`src/verilog/t8c_pkg.sv`:
```
// Purpose: shared constants and types of the 8-bit timer compare block
// Assumes: APB slave with 32-bit data and one word per register
// Notes:   offsets are byte addresses; every value here except FLAG_OVF, FLAG_CMPA and FLAG_CMPB is used by t8c_top
`default_nettype none

package t8c_pkg;

    // ---------------------------------------------------------------
    // register offsets
    // ---------------------------------------------------------------
    localparam int         ADDR_W    = 8;
    localparam logic [7:0] OFS_CTRL  = 8'h00;
    localparam logic [7:0] OFS_COUNT = 8'h04;
    localparam logic [7:0] OFS_CMPA  = 8'h08;
    localparam logic [7:0] OFS_CMPB  = 8'h0c;
    localparam logic [7:0] OFS_FLAGS = 8'h10;
    localparam logic [7:0] OFS_MASK  = 8'h14;
    localparam logic [7:0] OFS_FORCE = 8'h18;
    localparam logic [7:0] OFS_STAT  = 8'h1c;

    // ---------------------------------------------------------------
    // field positions
    // ---------------------------------------------------------------
    localparam int CTRL_W        = 11;
    localparam int FLAG_OVF      = 0;
    localparam int FLAG_CMPA     = 1;
    localparam int FLAG_CMPB     = 2;
    localparam int NFLAG         = 3;
    localparam int NCHAN         = 2;
    localparam int STAT_OUT_LSB  = 0;
    localparam int STAT_BLOCK    = 2;
    localparam int STAT_RUN      = 3;

    // ---------------------------------------------------------------
    // reset values and fixed counts
    // ---------------------------------------------------------------
    localparam logic [7:0]       COUNT_RST  = 8'h00;
    localparam logic [7:0]       COUNT_MAX  = 8'hff;
    localparam logic [7:0]       COUNT_ZERO = 8'h00;
    localparam logic [7:0]       CMP_RST    = 8'h00;
    localparam logic [NFLAG-1:0] FLAG_RST   = 3'h0;
    localparam logic [NFLAG-1:0] MASK_RST   = 3'h0;

    // ---------------------------------------------------------------
    // mode encodings
    // ---------------------------------------------------------------
    localparam logic [2:0] WAVE_NORMAL = 3'h0;
    localparam logic [2:0] WAVE_CTC    = 3'h2;
    localparam logic [2:0] CLKSEL_STOP = 3'h0;

    typedef enum logic [1:0] {
        ACT_NONE   = 2'b00,
        ACT_TOGGLE = 2'b01,
        ACT_CLEAR  = 2'b10,
        ACT_SET    = 2'b11
    } t8c_action_type;

    // control word: bits 1:0 action a, 3:2 action b, 6:4 wave, 10:8 clock
    typedef struct packed {
        logic [2:0]     clk_sel;
        logic           rsvd;
        logic [2:0]     wave;
        t8c_action_type act_b;
        t8c_action_type act_a;
    } t8c_ctrl_type;

    localparam t8c_ctrl_type CTRL_RST = '0;

    typedef struct packed {
        logic              sel;
        logic              enable;
        logic              write;
        logic [ADDR_W-1:0] addr;
        logic [31:0]       wdata;
    } t8c_apb_req_type;

endpackage

`default_nettype wire

```
`src/verilog/t8c_top.sv`:
```
// Purpose: compare-match output logic of an 8-bit timer, normal and ctc modes
// Assumes: TICK_I is a one-cycle enable on CLK_I from the prescaler
// Notes:   APB slave, no wait states; CE_I low freezes every flip-flop
//
// What this block does
// RL1: a counter write blocks compare matches on the next timer tick, even stopped
// RL2: compare outputs keep their value across waveform mode changes
// RL3: output action is unbuffered; new value acts on next match
// RL4: force strobe in non-pwm modes applies the action at once
// RL5: nonzero output action makes the compare output drive the pin
// RL6: pin enable stays with the port direction bit
// RL7: action zero leaves the compare output unchanged on a match
// RL8: output action never changes the counting sequence
// RL9: non-pwm action sets, clears or toggles the output
// RL10: mode 0 counts up only and wraps ff to 00
// RL11: normal mode sets overflow as counter becomes zero; cleared by service
// RL12: counter may be written at any time in normal mode
// RL13: mode 2 clears the counter after it matches compare a
// RL14: in ctc mode compare a flag rises each time counter reaches top
// RL15: compare a is written directly; a value below count waits for the wrap
// RL16: action 1 toggles output a at every ctc match
// RL17: toggle frequency is io clock over 2 times n times one plus compare
// RL18: ctc mode sets overflow when counter moves from max to 00
// RL19: software avoids writing counter equal to an active compare value
// RL20: software sets the compare output before enabling the pin as output
// RL21: match sets its flag at the tick; service or write one clears it
// RL22: forced match sets no flag and leaves the counter alone
// RL23: a counter write wins over clear or count in the same cycle
// RL24: clock select zero stops counting; counter stays readable and writable
// RL25: counter, match and flag updates happen only on timer ticks
// RL26: reset clears counter, compares, outputs, flags and clock select
`timescale 1ns/1ps
`default_nettype none

module t8c_top
    import t8c_pkg::*;
(
    // clock and reset
    input  wire logic              CLK_I,
    input  wire logic              RSTN_I,
    input  wire logic              CE_I,
    // timer clock enable
    input  wire logic              TICK_I,
    // apb slave
    input  wire logic              PSEL_I,
    input  wire logic              PENABLE_I,
    input  wire logic              PWRITE_I,
    input  wire logic [ADDR_W-1:0] PADDR_I,
    input  wire logic [31:0]       PWDATA_I,
    output logic      [31:0]       PRDATA_O,
    output logic                   PREADY_O,
    output logic                   PSLVERR_O,
    // interrupt service
    input  wire logic [NFLAG-1:0]  INT_ACK_I,
    output logic      [NFLAG-1:0]  IRQ_O,
    // port pins, index 0 channel a, 1 channel b
    input  wire logic [NCHAN-1:0]  PORT_OUT_I,
    input  wire logic [NCHAN-1:0]  PORT_DIR_I,
    output logic      [NCHAN-1:0]  PIN_O,
    output logic      [NCHAN-1:0]  PIN_OE_O
);

    // ---------------------------------------------------------------
    // state
    // ---------------------------------------------------------------
    t8c_ctrl_type       ctrl_r;
    t8c_ctrl_type       ctrl_nxt;
    logic [7:0]         count_r;
    logic [7:0]         count_nxt;
    logic [7:0]         cmp_r   [NCHAN];
    logic [7:0]         cmp_nxt [NCHAN];
    logic [NCHAN-1:0]   oc_r;
    logic [NCHAN-1:0]   oc_nxt;
    logic               block_r;
    logic               block_nxt;
    logic [NFLAG-1:0]   flag_r;
    logic [NFLAG-1:0]   flag_nxt;
    logic [NFLAG-1:0]   mask_r;
    logic [NFLAG-1:0]   mask_nxt;
    logic [NFLAG-1:0]   irq_r;
    logic [NCHAN-1:0]   pin_r;
    logic [NCHAN-1:0]   pin_oe_r;
    logic [NCHAN-1:0]   pin_nxt;
    logic               pready_r;
    logic               pslverr_r;
    logic [31:0]        prdata_r;
    logic [31:0]        rdata_nxt;

    // ---------------------------------------------------------------
    // apb decode
    // ---------------------------------------------------------------
    t8c_apb_req_type    req;
    wire logic          setup;
    wire logic          access;
    wire logic          wr;
    wire logic          hit_ctrl;
    wire logic          hit_count;
    wire logic          hit_cmpa;
    wire logic          hit_cmpb;
    wire logic          hit_flags;
    wire logic          hit_mask;
    wire logic          hit_force;
    wire logic          hit_stat;
    wire logic          mapped;

    assign req.sel    = PSEL_I;
    assign req.enable = PENABLE_I;
    assign req.write  = PWRITE_I;
    assign req.addr   = PADDR_I;
    assign req.wdata  = PWDATA_I;

    assign setup     = req.sel & ~req.enable;
    assign access    = req.sel & req.enable & pready_r;
    assign wr        = access & req.write;
    assign hit_ctrl  = (req.addr == OFS_CTRL);
    assign hit_count = (req.addr == OFS_COUNT);
    assign hit_cmpa  = (req.addr == OFS_CMPA);
    assign hit_cmpb  = (req.addr == OFS_CMPB);
    assign hit_flags = (req.addr == OFS_FLAGS);
    assign hit_mask  = (req.addr == OFS_MASK);
    assign hit_force = (req.addr == OFS_FORCE);
    assign hit_stat  = (req.addr == OFS_STAT);
    assign mapped    = hit_ctrl | hit_count | hit_cmpa | hit_cmpb
                     | hit_flags | hit_mask | hit_force | hit_stat;

    // ---------------------------------------------------------------
    // write strobes
    // ---------------------------------------------------------------
    wire logic              wr_ctrl;
    wire logic              wr_count;
    wire logic              wr_flags;
    wire logic              wr_mask;
    wire logic [NCHAN-1:0]  wr_cmp;
    wire logic [NCHAN-1:0]  force_req;

    assign wr_ctrl   = wr & hit_ctrl;
    assign wr_count  = wr & hit_count;
    assign wr_flags  = wr & hit_flags;
    assign wr_mask   = wr & hit_mask;
    assign wr_cmp    = {wr & hit_cmpb, wr & hit_cmpa};
    assign force_req = {NCHAN{wr & hit_force}} & req.wdata[NCHAN-1:0];

    // ---------------------------------------------------------------
    // timer datapath
    // ---------------------------------------------------------------
    wire logic              running;
    wire logic              tick;
    wire logic              non_pwm;
    wire logic              is_ctc;
    wire logic [NCHAN-1:0]  equal;
    wire logic [NCHAN-1:0]  match;
    wire logic              ctc_clear;
    wire logic              ovf_evt;
    wire logic [NCHAN-1:0]  fire;
    t8c_action_type         act [NCHAN];

    assign act[0]    = ctrl_r.act_a;
    assign act[1]    = ctrl_r.act_b;
    assign running   = (ctrl_r.clk_sel != CLKSEL_STOP);          // see RL24
    assign tick      = TICK_I & running;                         // see RL25
    assign is_ctc    = (ctrl_r.wave == WAVE_CTC);
    assign non_pwm   = (ctrl_r.wave == WAVE_NORMAL) | is_ctc;
    assign equal[0]  = (count_r == cmp_r[0]);
    assign equal[1]  = (count_r == cmp_r[1]);
    // a pending counter write masks this tick's matches
    assign match     = {NCHAN{tick & ~block_r}} & equal;         // see RL1
    // top is compare a only; the action field has no say here
    assign ctc_clear = is_ctc & match[0];                        // see RL13, RL8
    // counter leaving max for zero, unless a write takes the cycle
    assign ovf_evt   = tick & ~wr_count & (count_r == COUNT_MAX); // see RL11, RL18
    // output update on a real match in non-pwm modes, or a forced one
    assign fire      = ({NCHAN{non_pwm}} & match)
                     | ({NCHAN{non_pwm}} & force_req);           // see RL4, RL22

    // counter next value: write, then clear, then count
    always_comb begin
        if (wr_count) begin
            count_nxt = req.wdata[7:0];                          // see RL23, RL12
        end else if (tick & ctc_clear) begin
            count_nxt = COUNT_ZERO;
        end else if (tick) begin
            count_nxt = count_r + 8'h01;                         // see RL10
        end else begin
            count_nxt = count_r;
        end
    end

    // block stays armed until the next timer tick, even while stopped
    always_comb begin
        if (wr_count) begin
            block_nxt = 1'b1;                                    // see RL1
        end else if (tick) begin
            block_nxt = 1'b0;
        end else begin
            block_nxt = block_r;
        end
    end

    // compare values are direct, no buffer in these modes
    always_comb begin
        for (int i = 0; i < NCHAN; i++) begin
            cmp_nxt[i] = wr_cmp[i] ? req.wdata[7:0] : cmp_r[i];  // see RL15
        end
    end

    // output action taken from the live field at the moment of the match
    always_comb begin
        oc_nxt = oc_r;                                           // see RL2
        for (int i = 0; i < NCHAN; i++) begin
            if (fire[i]) begin
                unique case (act[i])                             // see RL3, RL9
                    ACT_NONE:   oc_nxt[i] = oc_r[i];             // see RL7
                    ACT_TOGGLE: oc_nxt[i] = ~oc_r[i];            // see RL16, RL17
                    ACT_CLEAR:  oc_nxt[i] = 1'b0;
                    ACT_SET:    oc_nxt[i] = 1'b1;
                endcase
            end
        end
    end

    // pin source: compare output whenever its action is nonzero
    always_comb begin
        for (int i = 0; i < NCHAN; i++) begin
            pin_nxt[i] = (act[i] != ACT_NONE) ? oc_nxt[i]        // see RL5
                                              : PORT_OUT_I[i];
        end
    end

    // ---------------------------------------------------------------
    // flags and masks
    // ---------------------------------------------------------------
    wire logic [NFLAG-1:0]  flag_set;
    wire logic [NFLAG-1:0]  flag_clr;

    assign flag_set = {match[1], match[0], ovf_evt};            // see RL14, RL21
    assign flag_clr = ({NFLAG{wr_flags}} & req.wdata[NFLAG-1:0]) | INT_ACK_I;
    // a set in the clearing cycle is kept
    assign flag_nxt = (flag_r & ~flag_clr) | flag_set;           // see RL21, RL11
    assign mask_nxt = wr_mask ? req.wdata[NFLAG-1:0] : mask_r;

    always_comb begin
        ctrl_nxt = ctrl_r;
        if (wr_ctrl) begin
            ctrl_nxt      = t8c_ctrl_type'(req.wdata[CTRL_W-1:0]);
            ctrl_nxt.rsvd = 1'b0;
        end
    end

    // ---------------------------------------------------------------
    // read mux
    // ---------------------------------------------------------------
    always_comb begin
        rdata_nxt = 32'h0000_0000;
        if (hit_ctrl) begin
            rdata_nxt[CTRL_W-1:0] = ctrl_r;
        end
        if (hit_count) begin
            rdata_nxt[7:0] = count_r;
        end
        if (hit_cmpa) begin
            rdata_nxt[7:0] = cmp_r[0];
        end
        if (hit_cmpb) begin
            rdata_nxt[7:0] = cmp_r[1];
        end
        if (hit_flags) begin
            rdata_nxt[NFLAG-1:0] = flag_r;
        end
        if (hit_mask) begin
            rdata_nxt[NFLAG-1:0] = mask_r;
        end
        if (hit_stat) begin
            rdata_nxt[STAT_OUT_LSB +: NCHAN] = oc_r;
            rdata_nxt[STAT_BLOCK]            = block_r;
            rdata_nxt[STAT_RUN]              = running;
        end
    end

    // ---------------------------------------------------------------
    // apb answer registers
    // ---------------------------------------------------------------
    always_ff @(posedge CLK_I or negedge RSTN_I) begin
        if (!RSTN_I) begin
            pready_r  <= 1'b0;
            pslverr_r <= 1'b0;
            prdata_r  <= 32'h0000_0000;
        end else if (CE_I) begin
            pready_r  <= setup;
            pslverr_r <= setup & ~mapped;
            prdata_r  <= (setup & ~req.write) ? rdata_nxt : 32'h0000_0000;
        end
    end

    // ---------------------------------------------------------------
    // timer registers
    // ---------------------------------------------------------------
    always_ff @(posedge CLK_I or negedge RSTN_I) begin
        if (!RSTN_I) begin
            ctrl_r  <= CTRL_RST;                                 // see RL26
            count_r <= COUNT_RST;
            block_r <= 1'b0;
            oc_r    <= '0;
        end else if (CE_I) begin
            ctrl_r  <= ctrl_nxt;
            count_r <= count_nxt;
            block_r <= block_nxt;
            oc_r    <= oc_nxt;
        end
    end

    always_ff @(posedge CLK_I or negedge RSTN_I) begin
        if (!RSTN_I) begin
            cmp_r[0] <= CMP_RST;
            cmp_r[1] <= CMP_RST;
        end else if (CE_I) begin
            cmp_r[0] <= cmp_nxt[0];
            cmp_r[1] <= cmp_nxt[1];
        end
    end

    always_ff @(posedge CLK_I or negedge RSTN_I) begin
        if (!RSTN_I) begin
            flag_r <= FLAG_RST;
            mask_r <= MASK_RST;
            irq_r  <= '0;
        end else if (CE_I) begin
            flag_r <= flag_nxt;
            mask_r <= mask_nxt;
            irq_r  <= flag_nxt & mask_nxt;
        end
    end

    // ---------------------------------------------------------------
    // pin registers
    // ---------------------------------------------------------------
    always_ff @(posedge CLK_I or negedge RSTN_I) begin
        if (!RSTN_I) begin
            pin_r    <= '0;
            pin_oe_r <= '0;
        end else if (CE_I) begin
            pin_r    <= pin_nxt;
            pin_oe_r <= PORT_DIR_I;                              // see RL6
        end
    end

    // ---------------------------------------------------------------
    // outputs
    // ---------------------------------------------------------------
    assign PRDATA_O  = prdata_r;
    assign PREADY_O  = pready_r;
    assign PSLVERR_O = pslverr_r;
    assign IRQ_O     = irq_r;
    assign PIN_O     = pin_r;
    assign PIN_OE_O  = pin_oe_r;

endmodule

`default_nettype wire

```
`config.mk`:
```
export PLATFORM = sky130hd
export DESIGN_NAME = t8c_top
export DESIGN_NICKNAME = d
export VERILOG_FILES = /design/src/verilog/t8c_pkg.sv /design/src/verilog/t8c_top.sv
export SDC_FILE = /design/constraint.sdc
export NUM_CORES = 1
export LEC_CHECK = 0
export BUFFER_PORTS_ARGS = -buffer_cell sky130_fd_sc_hd__clkbuf_2
export CAP_MARGIN = 20
export CORE_MARGIN = 2
export CORE_UTILIZATION = 40
export CTS_BUF_LIST = sky130_fd_sc_hd__clkbuf_8
export CTS_CLUSTER_DIAMETER = 200
export DETAILED_ROUTE_END_ITERATION = 8
export PLACE_DENSITY = 0.69
export SYNTH_ARGS = -nofsm -noshare
export SYNTH_HDL_FRONTEND = slang
export SYNTH_SLANG_ARGS = --single-unit
```
`constraint.sdc`:
```
create_clock -name CLK_I -period 3.07 [get_ports CLK_I]
set_clock_uncertainty 0.1 [all_clocks]
set_input_delay 0 -clock CLK_I [delete_from_list [all_inputs] [get_ports CLK_I]]
set_output_delay 0 -clock CLK_I [all_outputs]
set_load 0.01 [all_outputs]
```
==> impl_metrics.csv, run 1 <==
group,metric,value,unit
route,vias,3157,
die,die_y,100,um
global_route,grt_pass1_wl,15900,um
yosys,synth_commonest_cells,"dfrtp_1, mux2_2, nand2_1",
route,drtAntennaViolNets,0,
yosys,synthFlopType,"dfrtp_1",
clock_tree,clock_tree.root_cell,"clkbuf_8",
route,vias_per_cell,5.62,
timing,rsz0062_at_grt,"no",
place,port_buffers,52,
die,die_area,10100,um2
clock_tree,numCtsBuffers,9,
route,drt_iter0_markers,343,
global_route,antenna_found_initial,0,
route,wl,9610,um
run_status,status,"finished, final reports clean",
yosys,synth_top_cell_by_area,"dfrtp_1",
clock_tree,postCtsResizedCells,0,
place,postPlaceCellArea,3970,um2
global_route,grt_max_degree,64,
yosys,synth_most_common_cell,"dfrtp_1",
cells_and_area,final_util,48.7,%
die,core.rowCount,35,
clock_tree,cts_num_sinks,63,
power,p_leak,2.13,nW
global_route,gr-total-overflow,0,
critical_path,slowest_stage,"or4_4",
cells_and_area,nNetsFinal,502,
yosys,ys_seq_area_share,42.5,%
clock_tree,ctsHoldBuffers,24,
timing,fin_crit,2.43,ns
clock_tree,cts.htree.levels,3,
clock_tree,clk_path_buf_depth,2,
global_route,grt_pass1_vias,3174,
critical_path,worstPathArrival,2.54,ns
route,dr.pass1.iters,5,
clock_tree,path_clk_slew,0.07,ns
timing,period_share,79.0,%
global_route,grt_util_all_layers,20.5,%
timing,fin_tns_setup,0,ns
critical_path,critical_path.max_stage_delay,0.56,ns
min_path,min_path_type,"in -> reg",
yosys,async_flop_share,100,%
yosys,syn_inst,378,
cells_and_area,areaGrowthSynthToFinish,19.7,%
power,ir_drop,0.157,mV
yosys,synth-seq-cells,63,
yosys,synth_enable_flop_cells,0,
cells_and_area,antenna_cells,0,
timing,fmax,412,MHz
yosys,netlist_area,3710,um2
yosys,ys_warn_count,0,
yosys,synth_top_area_share,42.5,%
place,place_hpwl,6840,um
critical_path,cp-end-kind,"register",
power,power.density,428,nW/um2
critical_path,crit_chain,"dlygate4sd3_1 -> clkbuf_2 -> or4_4 -> nor2_2 -> and3_1 -> o21bai_4 -> o21ai_1 -> a221o_1",
timing,hold_ws,0.00727,ns
timing,hold_violations,0,
timing,slew_headroom,46.3,%
critical_path,critPathBufInv,2,
critical_path,crit_required,3.19,ns
cells_and_area,drive_gt1_share,25.3,%
critical_path,cp_max_fo,14,
cells_and_area,stdcell_area,4440,um2
die,initial_utilization,40.7,%
job,cap_violations,0,
critical_path,start_kind,"primary input",
critical_path,critPathTopFamily,"simple AND/OR/NAND/NOR gates",
clock_tree,clk_latency,0.35,ns
yosys,avgSynthCellArea,9.81,um2
clock_tree,post_cts_buffers,0,
yosys,ys_types,60,
route,wire_per_inst,17.1,um
critical_path,critPathKind,"in -> reg",
clock_tree,cts_tree,"built",
yosys,ys_top_cells_by_area,"dfrtp_1, mux2_2, buf_4",
die,fp.dieW,100,um
timing,maxSlewViolCount,0,
die,core,9110,um2
timing,setup_viol,0,
timing,tightest_slew,0.805,ns
die,io_pins,95,
route,drcViolationCount,0,
place,place_congestion,0.918,
-- cell families after synthesis --
logic type	after synthesis	share of synthesized area, %
AND/OR/NAND/NOR	103	14.7
AO/OA/AOI/OAI	87	16.5
buffers and inverters	66	9.18
flip-flops	63	42.5
multiplexers	41	12.8
XOR/XNOR	16	3.78
adder cells (fa/ha/maj)	1	0.337
other	1	0.101
-- cell usage in the layout, fill, tap and decap left out, types with 3 or more instances in the layout --
cell type,synthesis,layout
nand3_1,10,10
nor2_1,15,15
nand2b_1,4,4
inv_1,21,21
a31oi_1,3,3
xnor2_1,8,8
o31ai_1,6,6
and3_1,9,9
a22o_1,5,5
a221o_1,3,3
nor3_1,9,9
o21ai_1,5,5
a21o_1,4,4
and4_1,3,3
a21oi_1,4,4
o22ai_1,8,8
buf_4,22,6
o21ai_0,22,22
a211oi_1,4,4
dfrtp_1,63,63
nand2_1,30,30
nand4_1,8,8
mux2i_1,7,7
nor4_1,3,3
dlygate4sd3_1,0,24
conb_1,1,21
mux2_2,31,31
clkbuf_8,0,12
xor2_1,8,8
clkbuf_2,0,52
o211ai_1,3,3
-- where the power goes --
group | switching (mW) | internal [mW]
sequential | 0.0208 | 0.848
combinational | 0.115 | 0.0822
clock | 0.313 | 0.518
total | 0.450 | 1.45
-- worst reg2reg max path, delay by kind of cell (launching register included) --
family,cells,cell delay [ns]
AO/OA/AOI/OAI,3,0.86
XOR/XNOR,1,0.20
flip-flops,1,0.46
AND/OR/NAND/NOR,2,0.69
-- metal layers --
metal	share of wire [%]	track usage [%]	vias up
li1	-	-	1471
met1	43	26.6	1507
met2	47	32.6	150
met3	7.1	5.29	29
met4	2.7	8.11	0
met5	0	0	-
-- stage by stage --
step | total power, mW | setup WS, ns | std cells
5_1_grt | 1.97 | 0.445 | 562
6_report | 1.90 | 0.644 | 562
2_1_floorplan | 0.992 | 0.947 | 398
3_5_place_dp | 1.06 | 0.711 | 523
3_3_place_gp | 1.05 | 0.789 | 523
4_1_cts | 1.91 | 0.660 | 562
-- registers in the layout, indices dropped and copies added, names as in the netlist, 3 cells and up --
signal and cells:
IRQ_O 3, PRDATA_O 11, act 4, cmp_r 16, count_r 8, ctrl_r 6, flag_r 3, mask_r 3
-- final timing paths --
| kind | from | endpoint | slack, ns | depth (start not counted) |
|---|---|---|---|---|
| worst max-delay path | PADDR_I[4] | count_r[4] | 0.64 | 8 |
| min in group asynchronous | RSTN_I | PIN_O[1] | 0.27 | 3 |
| worst min-delay path | PADDR_I[6] | PRDATA_O[2] | 0.007 | 4 |
| worst min register to register | PIN_OE_O[1] | PIN_OE_O[1] | 0.41 | 1 |
| worst max register to register | count_r[4] | count_r[4] | 0.65 | 6 |
| max in group asynchronous | RSTN_I | flag_r[0] | 2.07 | 3 |
-- final cells by class --
type | instances | area (um2)
Sequential cell | 63 | 1580
Timing Repair Buffer | 82 | 546
Clock buffer | 12 | 165
Clock inverter | 3 | 65.1
Inverter | 22 | 82.6
Fill cell | 875 | 4670
Tap cell | 111 | 139
Multi-Input combinational cell | 269 | 1870
Note: power is estimated with default switching activity, not from simulation.
==> run 2, diff against run 1 <==
Clock period 3.07 ns to 2.5 ns, I/O delays scaled along.
==> impl_metrics.csv, run 2 (synthesized netlist as in run 1, its figures left out) <==
group,metric,value,unit
clock_tree,clk_latency,0.34,ns
die,die_y,100,um
global_route,antenna_found_initial,0,
clock_tree,post_cts_buffers,0,
critical_path,cp-end-kind,"register",
timing,fmax,423,MHz
place,port_buffers,52,
global_route,gr-total-overflow,0,
cells_and_area,antenna_cells,0,
timing,worst_slack,0.136,ns
place,place_congestion,0.931,
global_route,grt_pass1_vias,3175,
clock_tree,cts.htree.levels,3,
place,postPlaceCellArea,4040,um2
cells_and_area,multi_input_area,1870,um2
timing,setup_viol,0,
route,dr.pass1.iters,4,
clock_tree,clk_path_buf_depth,2,
timing,maxSlewViolCount,0,
clock_tree,path_clk_slew,0.07,ns
cells_and_area,largest_reg_flops,16,
timing,hold_ws,0.0254,ns
timing,period_share,94.6,%
timing,hold_violations,0,
route,drcViolationCount,0,
die,die_area,10100,um2
cells_and_area,stdcell_area,4480,um2
route,vias,3212,
place,pre_cts_ws,0.177,ns
place,place_hpwl,7150,um
critical_path,r2r.worst_path.cells,6,
critical_path,path_depth,6,
die,core,9110,um2
timing,slew_headroom,47.2,%
clock_tree,cts_tree,"built",
route,wl,9810,um
cells_and_area,seqCellArea,1580,um2
power,p_leak,2.17,nW
min_path,hold_depth,5,
critical_path,critPathBufInv,0,
timing,fin_crit,2.36,ns
clock_tree,cts_num_sinks,63,
critical_path,crit_required,2.62,ns
route,wire_per_inst,17.1,um
critical_path,slowest_stage,"dfrtp_1",
critical_path,crit_chain,"xor2_1 -> nor4_1 -> nand4_1 -> o21bai_4 -> o21ai_1 -> a221o_1",
die,fp.dieW,100,um
route,drtAntennaViolNets,0,
die,io_pins,95,
global_route,grt_pass1_wl,16300,um
timing,rsz0062_at_grt,"no",
critical_path,worstPathArrival,2.49,ns
power,ir_drop,0.198,mV
critical_path,cp_max_fo,14,
cells_and_area,layout_common_cells,"dfrtp_1, clkbuf_2, mux2_2",
cells_and_area,areaGrowthSynthToFinish,20.9,%
timing,tightest_slew,0.792,ns
clock_tree,clock_tree.root_cell,"clkbuf_8",
critical_path,critical_path.max_stage_delay,0.46,ns
route,drt_iter0_markers,263,
critical_path,critPathTopFamily,"compound AO/OA/AOI/OAI gates",
cells_and_area,regMostFlops,"cmp_r",
job,cap_violations,0,
cells_and_area,final_common_cell,"dfrtp_1",
critical_path,critPathKind,"reg -> reg",
die,initial_utilization,40.7,%
clock_tree,postCtsResizedCells,0,
clock_tree,numCtsBuffers,9,
global_route,grt_util_all_layers,20.9,%
route,vias_per_cell,5.62,
global_route,grt_max_degree,35,
timing,fin_tns_setup,0,ns
min_path,min_path_type,"in -> reg",
die,core.rowCount,35,
cells_and_area,nNetsFinal,511,
cells_and_area,num-fill-cells,857,
cells_and_area,drive_gt1_share,26.5,%
power,power.density,484,nW/um2
run_status,status,"finished, final reports clean",
critical_path,start_kind,"register",
-- run 2: metal layers --
| metal | part of all wire (%) | global-route usage, % | routed length [um] |
|---|---|---|---|
| met2 | 48 | 32.9 | 4680 |
| met3 | 5.5 | 4.32 | 539 |
| met4 | 2.7 | 9.27 | 262 |
| met1 | 44 | 27.8 | 4330 |
| met5 | 0 | 0 | 0 |
-- run 2: power by group --
part,total (mW),switching (mW),internal [mW]
combinational,0.257,0.149,0.108
clock,0.852,0.400,0.453
sequential,1.06,0.0196,1.04
-- run 2: worst paths after layout --
kind | startpoint | endpoint | slack, ns
max | count_r[4] | count_r[4] | 0.14
max in group asynchronous | RSTN_I | PRDATA_O[4] | 1.48
min | PWRITE_I | PRDATA_O[2] | 0.03
max reg2reg | count_r[4] | count_r[4] | 0.14
min reg2reg | PIN_OE_O[1] | PIN_OE_O[1] | 0.41
min in group asynchronous | RSTN_I | PIN_O[1] | 0.18
-- run 2: through the flow --
stage                     utilization [%]  total power, mW  cells
after floorplan                         -             1.22    398
after global placement               44.4             1.30    531
after detailed placement             44.4             1.31    531
after CTS                            49.2             2.19    572
after global routing                 49.2             2.27    572
final                                49.2             2.17    572
-- run 2: timing repair --
item                                   in CTS  in global routing
setup endpoints to repair                   0                  1
hold buffers                               25                  0
endpoints found under the hold margin      79                  0
-- run 2: layout make-up --
cell class	instances	area share, %
clock buffers	9	2.76
multi-input cells	269	41.6
flip-flops and latches	63	35.2
repair buffers	91	14.0
well taps	111	3.10
inverters	22	1.84
clock inverters	7	1.45
-- run 2: worst min-delay path: cells and delay by family --
kind | cells | cell delay (ns)
compound gates | 2 | 0.14
buf+inv | 2 | 0.24
simple gates | 1 | 0.04
